File: src/verilog/change_input_pin_map.svh
// Register offsets, field positions and reset values of the pin change interrupt unit
`ifndef CHANGE_INPUT_PIN_MAP_SVH
`define CHANGE_INPUT_PIN_MAP_SVH
`define CHANGE_INPUT_PIN_OFF_FLAGS 8'h1b
`define CHANGE_INPUT_PIN_OFF_MASK2 8'h6d
`define CHANGE_INPUT_PIN_OFF_CTRL 8'h68
`define CHANGE_INPUT_PIN_OFF_MASK1 8'h6c
`define CHANGE_INPUT_PIN_OFF_MASK0 8'h6b
`define CHANGE_INPUT_PIN_OFF_IRQ_STAT 8'h70
`define CHANGE_INPUT_PIN_OFF_IRQ_EN 8'h71
`define CHANGE_INPUT_PIN_OFF_IRQ_CLR 8'h72
`define CHANGE_INPUT_PIN_GRP_W 3
`define CHANGE_INPUT_PIN_RST_BYTE 8'h00
`define CHANGE_INPUT_PIN_RST_GRP 3'h0
`define CHANGE_INPUT_PIN_G0 0
`define CHANGE_INPUT_PIN_G1 1
`define CHANGE_INPUT_PIN_G2 2
`define CHANGE_INPUT_PIN_M1_LIVE 8'h01
`define CHANGE_INPUT_PIN_M2_LIVE 8'h00
`define CHANGE_INPUT_PIN_GRP_LIVE 3'h3
`endif

File: src/verilog/change_input_pin_pkg.sv
// Types of the pin change interrupt unit
package change_input_pin_pkg;
	typedef enum logic [1:0] {
		CHANGE_INPUT_PIN_IDLE = 2'h0,
		CHANGE_INPUT_PIN_ANSWER = 2'h1
	} change_input_pin_bus_t;
endpackage : change_input_pin_pkg

File: src/verilog/change_input_pin_unit.sv
// Pin change interrupt unit with Avalon-MM register slave
//
// Local design decision: register access over Avalon-MM.
`timescale 1ns/1ps
`default_nettype none
`include "change_input_pin_map.svh"
module change_input_pin_unit
	import change_input_pin_pkg::*;
(
	// Clock and reset
	input wire logic sys_clk,
	input wire logic sys_rst,
	// Avalon-MM slave
	input wire logic [7:0] avs_address,
	input wire logic avs_read,
	input wire logic avs_write,
	input wire logic [31:0] avs_writedata,
	input wire logic [3:0] avs_byteenable,
	output logic [31:0] avs_readdata,
	output logic avs_waitrequest,
	output logic [1:0] avs_response,
	// Pins and processor
	input wire logic [23:0] change_input_pin,
	input wire logic global_int_enable,
	input wire logic [2:0] vector_ack,
	output logic [2:0] group_vector_req,
	// Summary interrupt
	output logic irq
);
	logic [23:0] pin_s1_q;
	logic [23:0] pin_s2_q;
	logic [23:0] pin_prev_q;
	logic primed_q;
	logic [2:0] flags_q;
	logic [2:0] ctrl_q;
	logic [7:0] mask0_q;
	logic [7:0] mask1_q;
	logic [7:0] mask2_q;
	logic [2:0] irq_stat_q;
	logic [2:0] irq_en_q;
	logic [2:0] grp_hit;
	logic [23:0] live_mask;
	logic [23:0] changed;
	logic [2:0] flag_clr;
	logic [2:0] stat_clr;
	logic wr_acc;
	logic rd_acc;
	logic hit;
	change_input_pin_bus_t bus_q;
	logic [31:0] rdata_d;
	logic [31:0] avs_readdata_q;
	logic [1:0] avs_response_q;
	localparam logic [2:0] GRP_LIVE = `CHANGE_INPUT_PIN_GRP_LIVE;

	function automatic logic [2:0] low3(input logic [31:0] d);
		return d[2:0];
	endfunction : low3

	// Two-stage synchroniser and previous value
	always_ff @(posedge sys_clk or posedge sys_rst) begin
		if (sys_rst) begin
			pin_s1_q <= 24'h000000;
			pin_s2_q <= 24'h000000;
			pin_prev_q <= 24'h000000;
			primed_q <= 1'b0;
		end else begin
			pin_s1_q <= change_input_pin;
			pin_s2_q <= pin_s1_q;
			pin_prev_q <= pin_s2_q;
			primed_q <= 1'b1;
		end
	end

	// Absent pins never count
	assign live_mask = {mask2_q & `CHANGE_INPUT_PIN_M2_LIVE, mask1_q & `CHANGE_INPUT_PIN_M1_LIVE, mask0_q};
	assign changed = primed_q ? (pin_s2_q ^ pin_prev_q) : 24'h000000;
	assign grp_hit[`CHANGE_INPUT_PIN_G0] = ctrl_q[`CHANGE_INPUT_PIN_G0] & |(changed[7:0] & live_mask[7:0]);
	assign grp_hit[`CHANGE_INPUT_PIN_G1] = ctrl_q[`CHANGE_INPUT_PIN_G1] & |(changed[15:8] & live_mask[15:8]);
	assign grp_hit[`CHANGE_INPUT_PIN_G2] = ctrl_q[`CHANGE_INPUT_PIN_G2] & GRP_LIVE[`CHANGE_INPUT_PIN_G2]
		& |(changed[23:16] & live_mask[23:16]);

	assign wr_acc = avs_write & ~avs_waitrequest & avs_byteenable[0];
	assign rd_acc = avs_read & ~avs_waitrequest;
	assign flag_clr = (wr_acc && avs_address == `CHANGE_INPUT_PIN_OFF_FLAGS) ? low3(avs_writedata) : 3'h0;
	assign stat_clr = (wr_acc && avs_address == `CHANGE_INPUT_PIN_OFF_IRQ_CLR) ? low3(avs_writedata) : 3'h0;

	// Group flags: set beats clear
	always_ff @(posedge sys_clk or posedge sys_rst) begin
		if (sys_rst) begin
			flags_q <= `CHANGE_INPUT_PIN_RST_GRP;
		end else begin
			flags_q <= (flags_q & ~flag_clr & ~vector_ack) | grp_hit;
		end
	end

	// Sticky bus interrupt status
	always_ff @(posedge sys_clk or posedge sys_rst) begin
		if (sys_rst) begin
			irq_stat_q <= `CHANGE_INPUT_PIN_RST_GRP;
		end else begin
			irq_stat_q <= (irq_stat_q & ~stat_clr) | grp_hit;
		end
	end

	// Control and mask registers
	always_ff @(posedge sys_clk or posedge sys_rst) begin
		if (sys_rst) begin
			ctrl_q <= `CHANGE_INPUT_PIN_RST_GRP;
			mask0_q <= `CHANGE_INPUT_PIN_RST_BYTE;
			mask1_q <= `CHANGE_INPUT_PIN_RST_BYTE;
			mask2_q <= `CHANGE_INPUT_PIN_RST_BYTE;
			irq_en_q <= `CHANGE_INPUT_PIN_RST_GRP;
		end else if (wr_acc) begin
			case (avs_address)
				`CHANGE_INPUT_PIN_OFF_CTRL: ctrl_q <= low3(avs_writedata);
				`CHANGE_INPUT_PIN_OFF_MASK0: mask0_q <= avs_writedata[7:0];
				`CHANGE_INPUT_PIN_OFF_MASK1: mask1_q <= avs_writedata[7:0];
				`CHANGE_INPUT_PIN_OFF_MASK2: mask2_q <= avs_writedata[7:0];
				`CHANGE_INPUT_PIN_OFF_IRQ_EN: irq_en_q <= low3(avs_writedata);
				default: ;
			endcase
		end
	end

	// Vector requests to the processor
	always_ff @(posedge sys_clk or posedge sys_rst) begin
		if (sys_rst) begin
			group_vector_req <= 3'h0;
		end else begin
			group_vector_req <= flags_q & ~flag_clr & ~vector_ack & ctrl_q
				& {3{global_int_enable}};
		end
	end

	assign irq = |(irq_stat_q & irq_en_q);

	// Read mux; reserved bits read zero
	always_comb begin
		hit = 1'b1;
		rdata_d = 32'h00000000;
		case (avs_address)
			`CHANGE_INPUT_PIN_OFF_FLAGS: rdata_d = {29'h0, flags_q};
			`CHANGE_INPUT_PIN_OFF_CTRL: rdata_d = {29'h0, ctrl_q};
			`CHANGE_INPUT_PIN_OFF_MASK0: rdata_d = {24'h0, mask0_q};
			`CHANGE_INPUT_PIN_OFF_MASK1: rdata_d = {24'h0, mask1_q};
			`CHANGE_INPUT_PIN_OFF_MASK2: rdata_d = {24'h0, mask2_q};
			`CHANGE_INPUT_PIN_OFF_IRQ_STAT: rdata_d = {29'h0, irq_stat_q};
			`CHANGE_INPUT_PIN_OFF_IRQ_EN: rdata_d = {29'h0, irq_en_q};
			`CHANGE_INPUT_PIN_OFF_IRQ_CLR: rdata_d = 32'h00000000;
			default: hit = 1'b0;
		endcase
	end

	// One wait cycle, then answer
	always_ff @(posedge sys_clk or posedge sys_rst) begin
		if (sys_rst) begin
			bus_q <= CHANGE_INPUT_PIN_IDLE;
		end else begin
			case (bus_q)
				CHANGE_INPUT_PIN_IDLE: bus_q <= (avs_read | avs_write) ? CHANGE_INPUT_PIN_ANSWER : CHANGE_INPUT_PIN_IDLE;
				CHANGE_INPUT_PIN_ANSWER: bus_q <= CHANGE_INPUT_PIN_IDLE;
				default: bus_q <= CHANGE_INPUT_PIN_IDLE;
			endcase
		end
	end
	assign avs_waitrequest = (bus_q != CHANGE_INPUT_PIN_ANSWER);

	always_ff @(posedge sys_clk or posedge sys_rst) begin
		if (sys_rst) begin
			avs_readdata_q <= 32'h00000000;
			avs_response_q <= 2'h0;
		end else if (bus_q == CHANGE_INPUT_PIN_IDLE && (avs_read | avs_write)) begin
			avs_readdata_q <= avs_read ? rdata_d : 32'h00000000;
			avs_response_q <= hit ? 2'h0 : 2'h3;
		end
	end
	assign avs_readdata = avs_readdata_q;
	assign avs_response = avs_response_q;
endmodule : change_input_pin_unit
`default_nettype wire

File: config.mk
export PLATFORM = sky130hd
export DESIGN_NAME = change_input_pin_unit
export DESIGN_NICKNAME = d
export VERILOG_FILES = /design/src/verilog/change_input_pin_pkg.sv /design/src/verilog/change_input_pin_unit.sv
export VERILOG_INCLUDE_DIRS = /design/src /design/src/verilog
export SDC_FILE = /design/constraint.sdc
export NUM_CORES = 1
export LEC_CHECK = 0
export BUFFER_PORTS_ARGS = -buffer_cell sky130_fd_sc_hd__buf_2
export CORE_UTILIZATION = 35
export DETAILED_ROUTE_END_ITERATION = 7
export GPL_ROUTABILITY_DRIVEN = 0
export SYNTH_ARGS = -nofsm -noshare
export SYNTH_HDL_FRONTEND = slang
export SYNTH_SLANG_ARGS = --single-unit
File: constraint.sdc
create_clock -name sys_clk -period 5.9 [get_ports sys_clk]
set_input_delay 1.18 -clock sys_clk [delete_from_list [all_inputs] [get_ports sys_clk]]
set_output_delay 1.18 -clock sys_clk [all_outputs]
set_load 0.1 [all_outputs]
==> results of run 1 <==
[per-stage QoR]
stage | utilization, % | cells | setup WS (ps) | hold WS [ps] | instance area, um^2
after detailed placement | 39.2 | 427 | 2580 | 335 | 3660
after global routing | 41.4 | 443 | 2840 | 357 | 3860
after CTS | 41.4 | 443 | 2940 | 352 | 3860
after global placement | 39.2 | 427 | 2600 | 333 | 3660
final | 41.4 | 443 | 2930 | 350 | 3860
after floorplan | - | 282 | 2750 | 331 | 3480
[layout by cell type, fill, tap and decap left out, types with 6 or more instances in the layout]
cell,count
dfrtp_1,77
buf_2,48
mux2_2,30
conb_1,25
a22o_1,11
xor2_1,10
clkbuf_8,10
nand2_1,7
a22oi_1,7
mux2i_1,6
o2bb2ai_1,6
[cell families after synthesis]
| kind of cell | count (synthesis) | share of synthesized area (%) |
|---|---|---|
| DFF | 77 | 56.8 |
| AOI/OAI and AO/OA | 52 | 12.4 |
| and+or+nand+nor | 43 | 8.92 |
| buffers and inverters | 39 | 7.41 |
| muxes | 36 | 11.7 |
| xor gates and xnor gates | 10 | 2.58 |
| other | 2 | 0.221 |
[worst reg2reg max path, delay by kind of cell (launching register included)]
| family | cells | cell delay, ps |
|---|---|---|
| DFF | 1 | 380 |
| muxes | 1 | 450 |
| and+or+nand+nor | 3 | 1130 |
[worst max path at each step]
stage                   start              end  depth (start not counted)  slack [ps]
2_1_floorplan         sys_rst  avs_readdata[0]                          1        2750
3_3_place_gp   avs_address[0]       mask2_q[0]                          5        2600
3_5_place_dp   avs_address[0]       mask2_q[6]                          5        2580
4_1_cts        avs_address[0]       mask2_q[6]                          5        2940
5_1_grt        avs_address[0]       mask2_q[7]                          5        2840
6_report       avs_address[0]       mask2_q[7]                          5        2930
[sequential cells by signal (all words and copies together) (netlist names)]
name	count
ctrl_q	3
pin_s1_q	9
group_vector_req	3
primed_q	1
mask0_q	8
irq_stat_q	3
irq_en_q	3
flags_q	3
mask1_q	8
avs_response	1
pin_s2_q	9
avs_readdata	8
bus_q	1
pin_prev_q	9
mask2_q	8
[cell type report]
type | count | area (um^2)
Fill cell | 914 | 5470
Sequential cell | 77 | 1930
Multi-Input combinational cell | 166 | 1300
Timing Repair Buffer | 49 | 248
Tap cell | 129 | 161
Clock buffer | 11 | 141
Clock inverter | 5 | 58.8
Inverter | 6 | 22.5
[power by group through the flow]
stage | sequential [mW] | combinational, mW | clock [mW]
after detailed placement | 0.561 | 0.153 | 0
after global routing | 0.552 | 0.162 | 0.434
after global placement | 0.560 | 0.152 | 0
after floorplan | 0.568 | 0.132 | 0
final | 0.550 | 0.153 | 0.402
after CTS | 0.550 | 0.153 | 0.412
[layer usage]
metal / vias up / global-route usage, % / wire [um]
met5: - / 0 / 0
met4: 0 / 4.91 / 78
met3: 8 / 2.84 / 298
met2: 66 / 20.9 / 3010
met1: 1021 / 19.9 / 3130
li1: 1005 / - / -
==> flow_summary.ini, run 1 <==
[routing]
wirelength_um = 6510
post_drt_wl_per_cell_um = 14.7
via_count = 2100
final_antenna_net_count = 0
drtIter0Drc = 105
drc = 0
vias_per_cell = 4.74
drtPass1Iterations = 4

[worst_setup_path]
cp_slowest_cell = nor3_1
r2r_cells = 4
cp.buffers_inverters = 2
crit_family = simple AND/OR/NAND/NOR gates
max_stage_delay_ps = 670
critical_path.startpoint_type = input pin
end_kind = register
cp_max_fo = 14
reg2reg_from = bus_q[0]
r2r-end = mask1_q[7]
crit_required_ps = 6120
crit_chain = buf_2, inv_1, nor3_1, and2_1, mux2_2
crit_type = in -> reg
r2r_slack_ps = 3830
cp_data_arrival_time_ps = 3190

[place]
dp_hpwl_um = 4580
io_buffers = 48

[clock_network]
clkTransAtPathRegs_ps = 80
cts_made_buffers = 9
root_buffer = clkbuf_8
clkSinkCount = 77
ctsLongestPathBuffers = 2
tritoncts = done
holdBufCountCts = 0
cts_resized = 0
htreeDepth = 3
cts_setup_buffers = 0
clock_latency_ps = 340

[worst_hold_path]
hp-class = reg -> reg
min_from = pin_s1_q[2]
min_to = pin_s2_q[2]
min_path_cells = 0

[power]
p_per_area_nw_per_um2 = 286
switching_share_pct = 30.0
peakVddDrop_v = 0.000133
seqPwrFrac_pct = 49.8
p_sw_uw = 331
p_leak_nw = 1.91
clockPowerShare_pct = 36.4
internal_power_uw = 773
total_power_mw = 1.10
combinationalPowerShare_pct = 13.8

[sta]
hold_viol_final = 0
worst-slew-pin-transition_ps = 973
setup_viol = 0
period_share_pct = 50.3
setup_tns_ps = 0
maxSlewViolCount = 0
min_period_ps = 2970
max_freq_mhz = 337
max_slew_margin_pct = 35.1
rsz0062_at_grt = no
finClkSkew_ps = 10.2

[floorplanning]
fp.coreArea_um2 = 9330
ios = 115
die_area_um2 = 10100
die_h_um = 100
rows = 35
die_x_um = 100
start_util_pct = 36.4

[global_route]
grt_pass1_vias = 2040
gr-usage-all-layers_pct = 13.9
grt_pass1_wl_um = 10600
grt_max_degree = 78
grt_overflow = 0
antenna_found_initial = 0

[run_status]
status = finished clean

[layout]
layout.nets = 385
drive_above_1_share_pct = 32.5
area_growth_pct = 13.8
diodes = 0

[synth]
synth.top_cell.area_share_pct = 56.8
ys_ff_latch = 77
yosys-top-cells-count = dfrtp_1 (77), mux2_2 (30), buf_4 (25), a22o_1 (11), xor2_1 (10)
synth_ff_type = dfrtp_1
synthTopCellsByArea = dfrtp_1 (57%), mux2_2 (10%), buf_4 (5.5%), a22o_1 (2.8%), xor2_1 (2.6%)
synth_edf_count = 0
synth_most_common_cell = dfrtp_1
syn_area_um2 = 3390
ys_seq_area_share_pct = 56.8
avgSynthCellArea_um2 = 13.1
async_reset_ff_share_pct = 100
synth_cell_types = 50
netlist_instances = 259
synth_top_area_cell = dfrtp_1
yosys_warnings = 0

[job]
drv_cap = 0
(Power assumes the default switching activity.)
==> run 2: changes to the inputs <==
Clock period 5.9 ns to 2.9 ns, I/O delays scaled along.
==> run 2 against run 1 <==
  * Hold slack lost 70 ps
  * Clock skew decreased by 3.3 ps
  * Final cell count rose by 0.68%
  * Die area is the same
  * Sequential share of layout area is 0.56 points lower
  * Critical path type unchanged
==> flow_summary.ini, run 2 (synthesis results as in run 1) <==
[run_status]
status = finished clean

[global_route]
gr-usage-all-layers_pct = 14.7
antenna_found_initial = 0
grt_pass1_vias = 2139
grt_max_degree = 32
grt_overflow = 0
grt_pass1_wl_um = 11200

[job]
drv_cap = 0

[worst_setup_path]
critical_path.startpoint_type = input pin
crit_family = simple AND/OR/NAND/NOR gates
reg2reg_from = bus_q[0]
crit_chain = buf_2, nand3b_1, nor3_1, and2_1, mux2_2
max_stage_delay_ps = 470
cp_data_arrival_time_ps = 2270
cp_slowest_cell = and2_1
cp_max_fo = 8
r2r_cells = 4
crit_required_ps = 3140
crit_type = in -> reg
r2r_slack_ps = 900
cp.buffers_inverters = 1
r2r-end = mask2_q[0]
end_kind = register

[clock_network]
htreeDepth = 3
clkTransAtPathRegs_ps = 80
clkSinkCount = 77
tritoncts = done
cts_setup_buffers = 0
root_buffer = clkbuf_8
clock_latency_ps = 350
cts_resized = 0
cts_made_buffers = 9
ctsLongestPathBuffers = 2
holdBufCountCts = 0

[sta]
finClkSkew_ps = 6.93
max_freq_mhz = 492
max_slew_margin_pct = 45.7
min_period_ps = 2030
hold_viol_final = 0
setup_tns_ps = 0
period_share_pct = 70.1
maxSlewViolCount = 0
setup_viol = 0
worst-slew-pin-transition_ps = 813
rsz0062_at_grt = no

[layout]
final_area_um2 = 3900
final_common_cell = dfrtp_1
layout_common_cells = dfrtp_1 (77), buf_2 (48), mux2_2 (30)
layout.nets = 389
drive_above_1_share_pct = 33.1
area_growth_pct = 15.0
n_fill_cell = 904
diodes = 0
top_regs = pin_prev_q: 9 flops, pin_s1_q: 9 flops, pin_s2_q: 9 flops

[place]
io_buffers = 48
dp_hpwl_um = 4850
place_area_um2 = 3690

[routing]
via_count = 2130
post_drt_wl_per_cell_um = 15.0
final_antenna_net_count = 0
drtPass1Iterations = 4
drc = 0
vias_per_cell = 4.78
drtIter0Drc = 125
wirelength_um = 6690

[power]
total_power_mw = 2.32
peakVddDrop_v = 0.000234
p_leak_nw = 1.93
p_per_area_nw_per_um2 = 595

[floorplanning]
ios = 115
start_util_pct = 36.4
rows = 35
die_x_um = 100
die_h_um = 100
die_area_um2 = 10100
fp.coreArea_um2 = 9330

[worst_hold_path]
hp-class = in -> async
[run 2: layer usage]
metal | vias to the layer above | part of all wire, % | GRT usage, %
li1 | 1010 | - | -
met1 | 1045 | 49 | 20.1
met2 | 65 | 45 | 22.7
met3 | 10 | 4.8 | 2.98
met4 | 0 | 1.5 | 6.35
met5 | - | 0 | 0
[run 2: final cells by class]
cell class	instances	area [um^2]	area share (%)
well taps	129	161	4.13
repair buffers	53	278	7.12
inverters	6	22.5	0.577
flip-flops and latches	77	1930	49.4
multi-input cells	166	1300	33.3
clock buffers	11	141	3.62
clock inverters	4	72.6	1.86
[run 2: how the worst max path moves through the flow]
| stage | endpoint | from | cells after the start | slack, ps |
|---|---|---|---|---|
| 4_1_cts | irq | irq_stat_q[2] | 3 | 870 |
| 3_5_place_dp | mask2_q[4] | avs_address[7] | 5 | 510 |
| 3_3_place_gp | mask2_q[1] | avs_address[7] | 5 | 540 |
| 5_1_grt | mask2_q[0] | avs_address[7] | 5 | 750 |
| 6_report | mask2_q[0] | avs_address[7] | 5 | 870 |
| 2_1_floorplan | avs_readdata[0] | sys_rst | 1 | 350 |
[run 2: power breakdown]
group	switching [mW]	leakage, nW	internal (mW)
Sequential	0.0167	1.01	1.10
Clock	0.388	0.105	0.502
Combinational	0.263	0.824	0.0488
[run 2: metrics by stage]
step,cells,hold WS [ps],utilization [%],worst slack [ps]
final,446,281,41.9,868
after global routing,446,320,41.9,755
after CTS,446,305,41.9,865
after detailed placement,431,335,39.6,510
after global placement,431,333,39.6,536
after floorplan,282,331,-,353
